$ cat config.mk
export PLATFORM = sky130hd
export DESIGN_NAME = basic_sync_port
export DESIGN_NICKNAME = d
export VERILOG_FILES = /design/src/sync_serial_port_pkg.sv /design/src/basic_sync_port.sv
export VERILOG_INCLUDE_DIRS = /design/src
export SDC_FILE = /design/constraint.sdc
export NUM_CORES = 1
export LEC_CHECK = 0
export ABC_AREA = 1
export BUFFER_PORTS_ARGS = -buffer_cell sky130_fd_sc_hd__buf_2
export CORE_AREA = 5 5 123 78
export CTS_BUF_LIST = sky130_fd_sc_hd__clkbuf_4 sky130_fd_sc_hd__clkbuf_8
export DETAILED_ROUTE_END_ITERATION = 7
export DIE_AREA = 0 0 128 83
export GPL_TIMING_DRIVEN = 0
export PLACE_DENSITY_LB_ADDON = 0.25
export RECOVER_POWER = 50
export SLEW_MARGIN = 20
export SYNTH_ARGS = -nofsm -noshare
export SYNTH_HDL_FRONTEND = slang
export SYNTH_SLANG_ARGS = --single-unit
$ cat constraint.sdc
create_clock -name clk_sys_i -period 7.05 [get_ports clk_sys_i]
set_clock_uncertainty 0.15 [all_clocks]
set_input_delay 0.705 -clock clk_sys_i [delete_from_list [all_inputs] [get_ports clk_sys_i]]
set_output_delay 0.705 -clock clk_sys_i [all_outputs]
set_load 0.03 [all_outputs]
$ cat src/sync_serial_port_map.svh
// Register offsets, field positions, reset values and timing counts
`ifndef SYNC_SERIAL_PORT_MAP_SVH
`define SYNC_SERIAL_PORT_MAP_SVH
`define SSP_OFS_CONTROL     4'h0
`define SSP_OFS_STATUS      4'h4
`define SSP_OFS_DATA        4'h8
`define SSP_OFS_SLAVE_ADDR  4'hC
`define SSP_BIT_WRITE_COLLISION        7
`define SSP_BIT_OVF         6
`define SSP_BIT_EN          5
`define SSP_BIT_CKP         4
`define SSP_ST_DA           5
`define SSP_ST_STOP         4
`define SSP_ST_START        3
`define SSP_ST_RW           2
`define SSP_ST_UA           1
`define SSP_ST_BF           0
`define SSP_CONTROL_RST     8'h00
`define SSP_STATUS_RST      8'h00
`define SSP_DIV4_HALF       7'h02
`define SSP_DIV16_HALF      7'h08
`define SSP_DIV64_HALF      7'h20
`define SSP_BITS_PER_WORD   4'h8
`endif

$ cat src/sync_serial_port_pkg.sv
// Types shared by the synchronous serial port
package sync_serial_port_pkg;
    typedef enum logic [3:0] {
        MODE_MASTER_DIV4  = 4'h0,
        MODE_MASTER_DIV16 = 4'h1,
        MODE_MASTER_DIV64 = 4'h2,
        MODE_MASTER_TMR   = 4'h3,
        MODE_SLAVE_SEL    = 4'h4,
        MODE_SLAVE_NOSEL  = 4'h5,
        MODE_I2C_7BIT     = 4'h6,
        MODE_I2C_10BIT    = 4'h7,
        MODE_RSVD_8       = 4'h8,
        MODE_RSVD_9       = 4'h9,
        MODE_RSVD_A       = 4'hA,
        MODE_I2C_FW_MAST  = 4'hB,
        MODE_RSVD_C       = 4'hC,
        MODE_RSVD_D       = 4'hD,
        MODE_I2C_MM_7BIT  = 4'hE,
        MODE_I2C_MM_10BIT = 4'hF
    } port_mode_select_type;
endpackage : sync_serial_port_pkg

$ cat src/basic_sync_port.sv
// Byte-wide synchronous serial port with Avalon-MM register access
//
// Behaviour
// - Modes 0000/0001/0010: SPI master, clock at system clock /4, /16, /64.
// - Mode 0011: SPI master clocked at half the timer-two output rate.
// - Modes 0100/0101: slave on pin clock; 0100 honours select, 0101 not.
// - Codes 0110,0111,1011,1110,1111 are I2C modes; 1000-1010,1100-1101 reserved.
// - Enable bit set hands pins to the port; clear returns them to I/O.
// - In SPI modes the polarity bit sets the idle clock level.
// - In I2C modes polarity 0 holds the I2C clock low, 1 releases it.
// - Buffer write during a transfer is dropped and sets sticky collision.
// - SPI slave byte into full buffer sets overflow, new byte lost.
// - I2C byte into full buffer sets overflow; only software clears it.
// - Eight-bit words shift MSB first, transmit and receive together.
// - Completed byte goes to buffer, sets buffer-full and interrupt flag.
// - Reading the data buffer clears buffer-full.
// - In SPI master mode each buffer write while idle launches one byte exchange.
// - I2C data/address bit shows whether last byte was data or address.
// - Stop and start bits show last condition; cleared by reset/disable.
// - Read/write bit captured at address match, valid until start/stop/nack.
// - Update-address bit set when 10-bit slave needs address reload.
// - In I2C a buffer write sets buffer-full; it stays 1 until the data buffer is read.
// - Status bits 7:6 always read zero.
// - Shift register is reached only through the data buffer address.
// - Data driven on programmed edge, sampled on opposite edge.
// - Select high floats serial out; reassert resumes at same bit.
// - Reset disables the port and abandons any transfer.
`timescale 1ns/1ns
`include "sync_serial_port_map.svh"
module basic_sync_port (
    input  wire logic                              clk_sys_i,
    input  wire logic                              rst_i,
    input  wire logic [3:0]                        avs_address_i,
    input  wire logic                              avs_read_i,
    input  wire logic                              avs_write_i,
    input  wire logic [31:0]                       avs_writedata_i,
    input  wire logic [3:0]                        avs_byteenable_i,
    output logic      [31:0]                       avs_readdata_o,
    output logic                                   avs_waitrequest_o,
    input  wire logic                              timer_two_i,
    input  wire logic                              sck_i,
    output logic                                   sck_o,
    output logic                                   sck_oe_n_o,
    input  wire logic                              serial_in_i,
    output logic                                   serial_out_o,
    output logic                                   serial_out_oe_n_o,
    input  wire logic                              select_n_i,
    input  wire logic                              i2c_scl_i,
    input  wire logic                              i2c_sda_i,
    output logic                                   i2c_scl_oe_n_o,
    output logic                                   pins_to_port_o,
    output logic                                   serial_irq_flag_o,
    output sync_serial_port_pkg::port_mode_select_type port_mode_o
);
    import sync_serial_port_pkg::*;

    ////////////////////////////////////////////////////////////////////////
    // Pin synchronisers, two flops before any logic
    logic [4:0] meta_q;
    logic [4:0] sync_q;
    always_ff @(posedge clk_sys_i or posedge rst_i) begin
        if (rst_i) begin
            meta_q <= 5'h1F;
            sync_q <= 5'h1F;
        end else begin
            meta_q <= {timer_two_i, sck_i, serial_in_i, select_n_i,
                       i2c_scl_i};
            sync_q <= meta_q;
        end
    end
    wire tmr_s    = sync_q[4];
    wire sck_s    = sync_q[3];
    wire sdi_s    = sync_q[2];
    wire ssn_s    = sync_q[1];
    wire scl_s    = sync_q[0];
    logic       tmr_last_q;
    logic       sck_last_q;
    logic       scl_last_q;
    logic       sda_meta_q;
    logic       sda_s_q;
    logic       sda_last_q;

    ////////////////////////////////////////////////////////////////////////
    // Registers
    logic [7:0] control_q;
    logic [7:0] data_buffer_q;
    logic [7:0] shift_register_q;
    logic [7:0] slave_address_reg_q;
    logic [3:0] bit_cnt_q;
    logic       busy_q;
    logic       rx_buffer_full_q;
    logic       irq_q;
    logic       da_q, stop_q, start_q, rw_q, ua_q;
    logic [6:0] div_cnt_q;
    logic       tmr_half_q;
    logic       sck_int_q;
    logic       phase_q;
    logic       sample_q;

    wire port_enable = control_q[`SSP_BIT_EN];
    wire clock_polarity = control_q[`SSP_BIT_CKP];
    wire [3:0] mode = control_q[3:0];
    wire is_master = port_enable && (mode <= MODE_MASTER_TMR);
    wire is_slave  = port_enable && (mode == MODE_SLAVE_SEL ||
                                     mode == MODE_SLAVE_NOSEL);
    wire is_i2c    = port_enable && (mode == MODE_I2C_7BIT ||
                     mode == MODE_I2C_10BIT || mode == MODE_I2C_FW_MAST ||
                     mode == MODE_I2C_MM_7BIT ||
                     mode == MODE_I2C_MM_10BIT);
    wire sel_ok    = (mode != MODE_SLAVE_SEL) || !ssn_s;

    ////////////////////////////////////////////////////////////////////////
    // Bus decode; every access answers in one wait cycle
    logic       ack_q;
    wire req      = (avs_read_i || avs_write_i) && !ack_q;
    wire take     = (avs_read_i || avs_write_i) && ack_q;
    wire hit_ctl  = avs_address_i == `SSP_OFS_CONTROL;
    wire hit_st   = avs_address_i == `SSP_OFS_STATUS;
    wire hit_dat  = avs_address_i == `SSP_OFS_DATA;
    wire hit_adr  = avs_address_i == `SSP_OFS_SLAVE_ADDR;
    wire lane0    = avs_byteenable_i[0];
    wire wr_ctl   = take && avs_write_i && hit_ctl && lane0;
    wire wr_dat   = take && avs_write_i && hit_dat && lane0;
    wire wr_adr   = take && avs_write_i && hit_adr && lane0;
    wire rd_dat   = take && avs_read_i && hit_dat;
    wire [7:0] status_w = {2'b00, da_q, stop_q, start_q, rw_q, ua_q,
                           rx_buffer_full_q};
    wire [7:0] rdata_w = hit_ctl ? control_q :
                         hit_st  ? status_w :
                         hit_dat ? data_buffer_q :
                         hit_adr ? slave_address_reg_q : 8'h00;

    ////////////////////////////////////////////////////////////////////////
    // Shift clock generation and edge detection
    function automatic logic [6:0] half_period(input logic [3:0] m);
        if (m == MODE_MASTER_DIV4)
            half_period = `SSP_DIV4_HALF;
        else if (m == MODE_MASTER_DIV16)
            half_period = `SSP_DIV16_HALF;
        else
            half_period = `SSP_DIV64_HALF;
    endfunction : half_period

    wire tmr_rise  = tmr_s && !tmr_last_q;
    wire div_tick  = (mode == MODE_MASTER_TMR) ? tmr_rise :
                     (div_cnt_q == half_period(mode) - 7'h01);
    wire m_tick    = is_master && busy_q && div_tick;
    wire m_lead    = m_tick && !phase_q;
    wire m_trail   = m_tick && phase_q;
    wire s_rise    = sck_s && !sck_last_q;
    wire s_fall    = !sck_s && sck_last_q;
    // Leading edge leaves the idle level; sample there, drive on trailing
    wire s_lead    = clock_polarity ? s_fall : s_rise;
    wire s_trail   = clock_polarity ? s_rise : s_fall;
    wire do_sample = is_master ? m_lead :
                     (is_slave && sel_ok && s_lead);
    wire do_shift  = is_master ? m_trail :
                     (is_slave && sel_ok && s_trail);
    // Master reads the line at its trailing tick: the synchroniser delay
    // makes that the level seen at the leading pin edge
    wire in_bit    = is_master ? sdi_s : sample_q;
    wire last_bit  = bit_cnt_q == (`SSP_BITS_PER_WORD - 4'h1);
    wire byte_done = do_shift && last_bit;

    ////////////////////////////////////////////////////////////////////////
    // I2C condition detection, kept to flags only
    wire scl_rise   = scl_s && !scl_last_q;
    wire i2c_start  = is_i2c && scl_s && sda_last_q && !sda_s_q;
    wire i2c_stop   = is_i2c && scl_s && !sda_last_q && sda_s_q;
    logic [3:0] i2c_cnt_q;
    logic       i2c_addr_ph_q;
    logic [7:0] i2c_sr_q;
    wire i2c_byte   = is_i2c && scl_rise && i2c_cnt_q == 4'h7;
    wire [7:0] i2c_word = {i2c_sr_q[6:0], sda_s_q};
    wire adr_match  = i2c_byte && i2c_addr_ph_q &&
                      i2c_word[7:1] == slave_address_reg_q[7:1];
    wire ten_bit    = mode == MODE_I2C_10BIT || mode == MODE_I2C_MM_10BIT;

    ////////////////////////////////////////////////////////////////////////
    // Sequential logic
    always_ff @(posedge clk_sys_i or posedge rst_i) begin
        if (rst_i) begin
            ack_q <= 1'b0;
            tmr_last_q <= 1'b1;
            sck_last_q <= 1'b1;
            scl_last_q <= 1'b1;
            sda_meta_q <= 1'b1;
            sda_s_q <= 1'b1;
            sda_last_q <= 1'b1;
        end else begin
            ack_q <= req;
            tmr_last_q <= tmr_s;
            sck_last_q <= sck_s;
            scl_last_q <= scl_s;
            sda_meta_q <= i2c_sda_i;
            sda_s_q <= sda_meta_q;
            sda_last_q <= sda_s_q;
        end
    end

    always_ff @(posedge clk_sys_i or posedge rst_i) begin
        if (rst_i) begin
            control_q <= `SSP_CONTROL_RST;
            slave_address_reg_q <= 8'h00;
            data_buffer_q <= 8'h00;
            rx_buffer_full_q <= 1'b0;
            irq_q <= 1'b0;
        end else begin
            if (wr_ctl) begin
                control_q[5:0] <= avs_writedata_i[5:0];
            end
            if (wr_adr) begin
                slave_address_reg_q <= avs_writedata_i[7:0];
            end
            // Collision: sticky, hardware set wins over software clear
            control_q[`SSP_BIT_WRITE_COLLISION] <= (wr_dat && busy_q) ||
                (control_q[`SSP_BIT_WRITE_COLLISION] &&
                 !(wr_ctl && !avs_writedata_i[`SSP_BIT_WRITE_COLLISION]));
            control_q[`SSP_BIT_OVF] <=
                (byte_done && is_slave && rx_buffer_full_q) ||
                (i2c_byte && rx_buffer_full_q) ||
                (control_q[`SSP_BIT_OVF] &&
                 !(wr_ctl && !avs_writedata_i[`SSP_BIT_OVF]));
            if (wr_dat && !busy_q) begin
                data_buffer_q <= avs_writedata_i[7:0];
            end else if (byte_done && !(is_slave && rx_buffer_full_q)) begin
                data_buffer_q <= {shift_register_q[6:0], in_bit};
            end else if (i2c_byte && !rx_buffer_full_q) begin
                data_buffer_q <= i2c_word;
            end
            if (byte_done || i2c_byte) begin
                rx_buffer_full_q <= 1'b1;
            end else if (rd_dat) begin
                rx_buffer_full_q <= 1'b0;
            end else if (wr_dat && !busy_q && is_i2c) begin
                rx_buffer_full_q <= 1'b1;
            end
            if (byte_done || i2c_byte || i2c_start || i2c_stop) begin
                irq_q <= 1'b1;
            end else if (take && avs_write_i && hit_st && lane0 &&
                         !avs_writedata_i[0]) begin
                irq_q <= 1'b0;
            end
        end
    end

    // Shift engine
    always_ff @(posedge clk_sys_i or posedge rst_i) begin
        if (rst_i) begin
            shift_register_q <= 8'h00;
            bit_cnt_q <= 4'h0;
            busy_q <= 1'b0;
            div_cnt_q <= 7'h00;
            phase_q <= 1'b0;
            sck_int_q <= 1'b0;
            sample_q <= 1'b0;
        end else if (!port_enable) begin
            busy_q <= 1'b0;
            bit_cnt_q <= 4'h0;
            phase_q <= 1'b0;
            div_cnt_q <= 7'h00;
            sck_int_q <= clock_polarity;
        end else begin
            div_cnt_q <= div_tick ? 7'h00 : div_cnt_q + 7'h01;
            if (wr_dat && !busy_q && !is_i2c) begin
                shift_register_q <= avs_writedata_i[7:0];
                busy_q <= is_master;
                bit_cnt_q <= 4'h0;
                phase_q <= 1'b0;
            end
            if (m_tick) begin
                phase_q <= !phase_q;
                sck_int_q <= !sck_int_q;
            end
            if (!busy_q) begin
                sck_int_q <= clock_polarity;
            end
            if (do_sample) begin
                sample_q <= sdi_s;
            end
            if (do_shift) begin
                shift_register_q <= {shift_register_q[6:0], in_bit};
                bit_cnt_q <= last_bit ? 4'h0 : bit_cnt_q + 4'h1;
                if (last_bit && is_master) begin
                    busy_q <= 1'b0;
                end
            end
            if (is_slave && do_sample && bit_cnt_q == 4'h0) begin
                busy_q <= 1'b1;
            end
            if (is_slave && byte_done) begin
                busy_q <= 1'b0;
            end
        end
    end

    // I2C status flags
    always_ff @(posedge clk_sys_i or posedge rst_i) begin
        if (rst_i) begin
            {da_q, stop_q, start_q, rw_q, ua_q} <= 5'h00;
            i2c_cnt_q <= 4'h0;
            i2c_addr_ph_q <= 1'b0;
            i2c_sr_q <= 8'h00;
        end else if (!is_i2c) begin
            {da_q, stop_q, start_q, rw_q, ua_q} <= 5'h00;
            i2c_cnt_q <= 4'h0;
            i2c_addr_ph_q <= 1'b0;
        end else begin
            if (i2c_start || i2c_stop) begin
                start_q <= i2c_start;
                stop_q <= i2c_stop;
                rw_q <= 1'b0;
                i2c_cnt_q <= 4'h0;
                i2c_addr_ph_q <= i2c_start;
            end else if (scl_rise) begin
                i2c_sr_q <= i2c_word;
                i2c_cnt_q <= (i2c_cnt_q == 4'h8) ? 4'h0 : i2c_cnt_q + 4'h1;
                if (i2c_cnt_q == 4'h8 && sda_s_q) begin
                    rw_q <= 1'b0;
                end
            end
            if (i2c_byte) begin
                da_q <= !i2c_addr_ph_q;
                i2c_addr_ph_q <= 1'b0;
            end
            if (adr_match) begin
                rw_q <= i2c_word[0];
                ua_q <= ten_bit;
            end else if (wr_adr) begin
                ua_q <= 1'b0;
            end
        end
    end

    ////////////////////////////////////////////////////////////////////////
    // Registered outputs
    always_ff @(posedge clk_sys_i or posedge rst_i) begin
        if (rst_i) begin
            avs_readdata_o <= 32'h0000_0000;
            avs_waitrequest_o <= 1'b1;
            sck_o <= 1'b0;
            sck_oe_n_o <= 1'b1;
            serial_out_o <= 1'b0;
            serial_out_oe_n_o <= 1'b1;
            i2c_scl_oe_n_o <= 1'b1;
            pins_to_port_o <= 1'b0;
            serial_irq_flag_o <= 1'b0;
            port_mode_o <= MODE_MASTER_DIV4;
        end else begin
            avs_readdata_o <= {24'h000000, rdata_w};
            avs_waitrequest_o <= !req;
            sck_o <= sck_int_q;
            sck_oe_n_o <= !is_master;
            serial_out_o <= shift_register_q[7];
            serial_out_oe_n_o <= !(is_master ||
                                   (is_slave && sel_ok));
            // Stretch while the polarity bit is low
            i2c_scl_oe_n_o <= !(is_i2c && !clock_polarity);
            pins_to_port_o <= port_enable;
            serial_irq_flag_o <= irq_q;
            port_mode_o <= port_mode_select_type'(mode);
        end
    end
endmodule : basic_sync_port

== Word level (Yosys, flattened, before mapping) ==
Index checks and enable logic that the tools add are counted.

* Shift-type cells: 0
* Eq/ne operators: 28
* Magnitude comparators: 1
* $add $sub $neg: 4
* Divide/modulo/power cells: 0
* Multipliers: 0
* Muxes and demuxes: 60
* Bitwise logic cells: 1
* Reductions and logical operators: 109

{| class="wikitable"
|+ Operators by type and width
! cell !! count
|-
| two-way mux 8 bit || 9
|-
| logical AND 1 bit || 57
|-
| two-way mux 1 bit || 39
|-
| two-way mux 4 bit || 8
|-
| == test 4 x 3 -> 1 bit (second input constant) || 7
|-
| logical NOT 1 bit || 25
|-
| == test 4 bit (second input constant) || 6
|-
| logical OR 1 bit || 16
|-
| != test 3 x 1 -> 1 bit (second input constant) || 5
|-
| == test 7 bit || 2
|-
| two-way mux 7 bit || 2
|-
| logical NOT 4 bit || 3
|-
| two-way mux 6 bit || 2
|-
| adder 4 x 1 -> 4 bit (second input constant) || 2
|-
| != test 4 x 1 -> 1 bit (second input constant) || 2
|-
| adder 7 x 1 -> 7 bit (second input constant) || 1
|-
| subtractor 7 x 1 -> 7 bit (second input constant) || 1
|-
| AND reduction 2 bit || 3
|-
| nonzero test 3 bit || 2
|-
| == test 4 x 1 -> 1 bit (second input constant) || 1
|-
| == test 4 x 2 -> 1 bit (second input constant) || 1
|-
| less-or-equal comparator 4 x 2 -> 1 bit (second input constant) || 1
|-
| != test 2 x 1 -> 1 bit (second input constant) || 2
|-
| != test 4 x 3 -> 1 bit (second input constant) || 1
|-
| 4 further kinds || 5
|}

* Bits in read-only memories: 0
* Flip-flop bits (word level): 103
* Memories: 0
* Input port bits: 50
* Output and inout bits: 44
* Latch bits: 0
* Logic and storage cells: 243
* RAM bits: 0

== Longest topological paths before layout ==
* Depth after elaboration: 14
* Mapped depth: 15
* Depth with buffers taken out: 14

== Worst setup path after synthesis ==
No wires, ideal clock.

* Path type: input -> register
* From: input avs_address_i[1]
* To: register data_buffer_q[0]
* Cell stages on the path: 10
* Setup slack: 4.826 ns
* Data required time: 6.784 ns
* Data arrival time: 1.957 ns
* Path buffers: 1
* Path through: or2_4 > nor3_4 > nand2_2 > nor2_1 > inv_2 > buf_2 > nor2_1 > a21oi_1 > nand2_1 > nand2_1

* Longest elaborated chain between the ends: 5
* Elaborated cells on any way between the ends: 6
* Classes of those cells: 1 x eq/ne; 1 x mux; 4 x reduce/logical

{| class="wikitable"
|+ Ends and longest elaborated chain
! item !! line !! source
|-
| start: declaration || basic_sync_port.sv:33 || <nowiki>input wire logic [3:0] avs_address_i,</nowiki>
|-
| == test 4 bit (no source line) (*) || - ||
|-
| logical AND 1 bit (*) (2 in a row) || basic_sync_port.sv:123 || <nowiki>wire wr_dat = take && avs_write_i && hit_dat && lane0;</nowiki>
|-
| logical AND 1 bit (*) || basic_sync_port.sv:224 || <nowiki>if (wr_dat && !busy_q) begin</nowiki>
|-
| nonzero test 3 bit (no source line) / two-way mux 8 bit (equally long branches) || - ||
|-
| end signal: assignment || basic_sync_port.sv:225 || <nowiki>data_buffer_q <= avs_writedata_i[7:0];</nowiki>
|-
| end signal: assignment || basic_sync_port.sv:227 || <nowiki>data_buffer_q <= {shift_register_q[6:0], in_bit};</nowiki>
|-
| end signal: assignment || basic_sync_port.sv:229 || <nowiki>data_buffer_q <= i2c_word;</nowiki>
|-
| end: declaration || basic_sync_port.sv:86 || <nowiki>logic [7:0] data_buffer_q;</nowiki>
|}

Every way passes the cells marked *; elsewhere a longest branch is shown, timed or not.
A chain may end at the register's enable or synchronous reset.

== Worst setup path in the final report ==
* From: input avs_address_i[1]
* To: register data_buffer_q[7]

The elaborated chain is that of the path after synthesis.

==> reports/results.ini <==
[power_and_ir_drop]
p_int_uw = 902
p_seq_share_pct = 54.1
power.switching_uw = 347
finalPower_mw = 1.25
clkPwrFrac_pct = 32.6
powerDensity_mw_per_mm2 = 225
switching_share_pct = 27.8
p_comb_share_pct = 13.3
p_leak_nw = 2.81
ir_drop_v = 0.000101

[worst_setup_path]
cpMaxStageDelayCell = nor3_4
path_max_fanout = 10
worstPathCellList = buf_2 -> or2_4 -> nor3_4 -> nand2_2 -> nor2_1 -> inv_2 -> o21ai_2 -> inv_2 -> nand2_1 -> inv_2 -> nand2_1 -> nand2_1
worstSetupStartpointType = primary input
critical_path_class = in -> reg
crit_arrival_ns = 2.57
required_ns = 7.17
slowest_delay_ns = 0.43
end_kind = flip-flop

[finish]
final_nets = 692
fill_cells = 681
multiInputGateArea_mm2 = 0.00187
n_antenna_cell = 0
syn_to_final_growth_pct = 14.1
drive_gt1_share_pct = 20.2
regArea_mm2 = 0.00260

[synthesis]
muxShareOfSynthArea_pct = 0
yosys.area_share.simple_pct = 23.5
synth.distinct_cells = 44
syn-cell-area_mm2 = 0.00486
synth_top_family_by_area = simple AND/OR/NAND/NOR gates
synth_cells = 560
yosysSeqAreaShare_pct = 53.6
yosysTopAreaCell = dfrtp_1
ys_seq_elements = 103
synthAdderAreaFrac_pct = 1.29
synth_xor_xnor_area_share_pct = 1.62
synth_compound_area_share_pct = 10.1
synth_edf_count = 0
synthTopCellsByArea = dfrtp_1 43%, nand2_1 13%, dfstp_2 11%
synth_async_sr_flop_share_pct = 100
yosysTopAreaCellShare_pct = 42.7
ys.flop_type = dfrtp_1
yosysWarnings = 0
syn-mean-instance-area_um2 = 8.68

[cts]
postCtsHoldBufs = 0
insertion_delay_ns = 0.38
cts.clk_slew.worst_paths_ns = 0.09
postCtsSetupRepairBufs = 0
cts.htree.levels = 3
cts_tree = done
cts_resized = 0
numCtsBuffers = 9
clk_path_buf_depth = 2
cts_sinks = 103
cts-root-buf = clkbuf_8

[grt]
grt_max_degree = 82
antenna_found_initial = 0
grt_pass1_wl_mm = 18.7
grt_remaining_overflow = 0
grtUsageTotal_pct = 22.2
grt_pass1_vias = 3801

[die]
die_area_mm2 = 0.0106
io_pins = 94
dieHeight_um = 83
start_util_pct = 58.4
die_x_um = 128
coreArea_mm2 = 0.00833
std_cell_rows = 26

[timing]
rsz0062_at_grt = no
slew_headroom_pct = 26.2
fmax_mhz = 408
fin_ws_ns = 4.60
tightest_slew_ns = 1.10
hold_viol = 0
setup_viol = 0
fin_crit_sh_pct = 34.7
layout_min_cycle_time_ns = 2.45
tns_ns = 0
drv_slew = 0

[placed_design]
portBuffers = 42
dp_hpwl_mm = 8.42
dp_slack_ns = 4.26
place_congestion = 0.962

[detailed_routing]
met1_length_mm = 5.13
top_layer = met4
antenna_left = 0
drt-wirelength-per-cell_um = 14.9
wl_met2_mm = 4.56
drtIter0Drc = 457
num_vias = 4060
viasPerCell = 5.38
wl_met3_mm = 1.34
drt_drc_violations_left = 0
wirelength_mm = 11.2
drt_first_pass_iters = 8

[status]
outcome = finished clean

[job]
max-cap-violations = 0

[worst_hold_path]
hold_class = reg -> reg

[worst max-delay path: cells and delay by family]
family          cells  cell delay [ns]
compound gates      1             0.08
buf+inv             4             0.45
simple gates        7             1.32
[area by class of cell]
type | count | area share [%]
flip-flops and latches | 103 | 46.9
multi-input cells | 384 | 33.7
plain buffers | 35 | 4.47
repair buffers | 43 | 4.29
inverters | 61 | 4.15
well taps | 112 | 2.53
clock buffers | 11 | 2.50
clock inverters | 5 | 1.49
[cells by family (layout without fill, tap and decap cells)]
| kind of cell | count (synthesis) | after routing |
|---|---|---|
| xor+xnor | 9 | 9 |
| simple gates | 261 | 261 |
| flops | 103 | 103 |
| fa+ha+maj | 5 | 5 |
| buf+inv | 96 | 155 |
| other cells | 1 | 24 |
| compound gates | 85 | 85 |
[metrics by stage]
stage          std cells  util, %  hold WS, ns  area (um^2)
5_1_grt              754     66.6        0.220         5550
2_1_floorplan        583        -        0.195         4950
6_report             754     66.6        0.210         5550
3_5_place_dp         738     64.0        0.197         5330
3_3_place_gp         737     63.6        0.195         5300
4_1_cts              754     66.6        0.103         5550
[synth_stat cells (2+ instances only)]
cell and count:
nand2_1 165, dfrtp_1 83, inv_1 55, o21ai_0 40, nor2_1 35, buf_4 26, nand3_1 26, dfstp_2 20
a21oi_1 15, nand4_1 14, o21ai_1 7, xor2_1 7, inv_2 6, o2111ai_1 6, ha_1 5, o211ai_1 5
o22ai_1 5, a31oi_1 3, buf_2 3, clkbuf_1 3, nor3_1 3, buf_6 2, nand2_2 2, nand3b_1 2
nor2_2 2, xnor2_1 2
[placed cells by master, fill, tap and decap left out, types with 5 or more instances in the layout]
cell       instances
xor2_1             7
inv_2              6
clkbuf_8           9
o22ai_1            5
a21oi_1           15
buf_2             45
conb_1            24
ha_1               5
nand3_1           26
o21ai_0           40
nand2_1          165
o2111ai_1          6
buf_4             26
inv_1             54
dfrtp_1           83
o211ai_1           5
dfstp_2           18
o21ai_1            7
nor2_1            35
nand4_1           14
[layer usage]
metal / global-route usage (%) / vias up
li1: - / 1919
met1: 34.0 / 1876
met2: 30.1 / 240
met3: 6.86 / 25
met4: 6.36 / 0
met5: 0 / -
[flip-flops by register name (all words and copies together), names as in the netlist, 4 cells and up]
signal and cells:
control_q 8, shift_register_q 8, avs_readdata_o 8, i2c_cnt_q 4, slave_address_reg_q 8, bit_cnt_q 4
sync_q 5, data_buffer_q 8, port_mode_o 4, meta_q 5, i2c_sr_q 7, div_cnt_q 7
[final timing paths]
check	from	end	slack, ns	cells past startpoint
setup / recovery	avs_address_i[1]	data_buffer_q[7]$_DFFE_PP0P_	4.60	12
hold / removal	meta_q[3]$_DFF_PP1_	sync_q[3]$_DFF_PP1_	0.21	0
setup reg to reg	control_q[5]$_DFFE_PP0P_	shift_register_q[2]$_DFFE_PP0P_	4.65	10
hold reg to reg	meta_q[3]$_DFF_PP1_	sync_q[3]$_DFF_PP1_	0.21	0
max in group asynchronous	rst_i	sda_meta_q$_DFF_PP1_	5.49	3
min in group asynchronous	rst_i	div_cnt_q[0]$_DFF_PP0_	0.38	2
[power groups by stage]
stage	clock network, mW	registers (mW)	logic [mW]
2_1_floorplan	0	0.695	0.104
3_3_place_gp	0	0.683	0.160
3_5_place_dp	0	0.685	0.166
4_1_cts	0.417	0.674	0.166
5_1_grt	0.444	0.680	0.186
6_report	0.407	0.675	0.166
No activity file was read; power rests on OpenSTA's default activity.
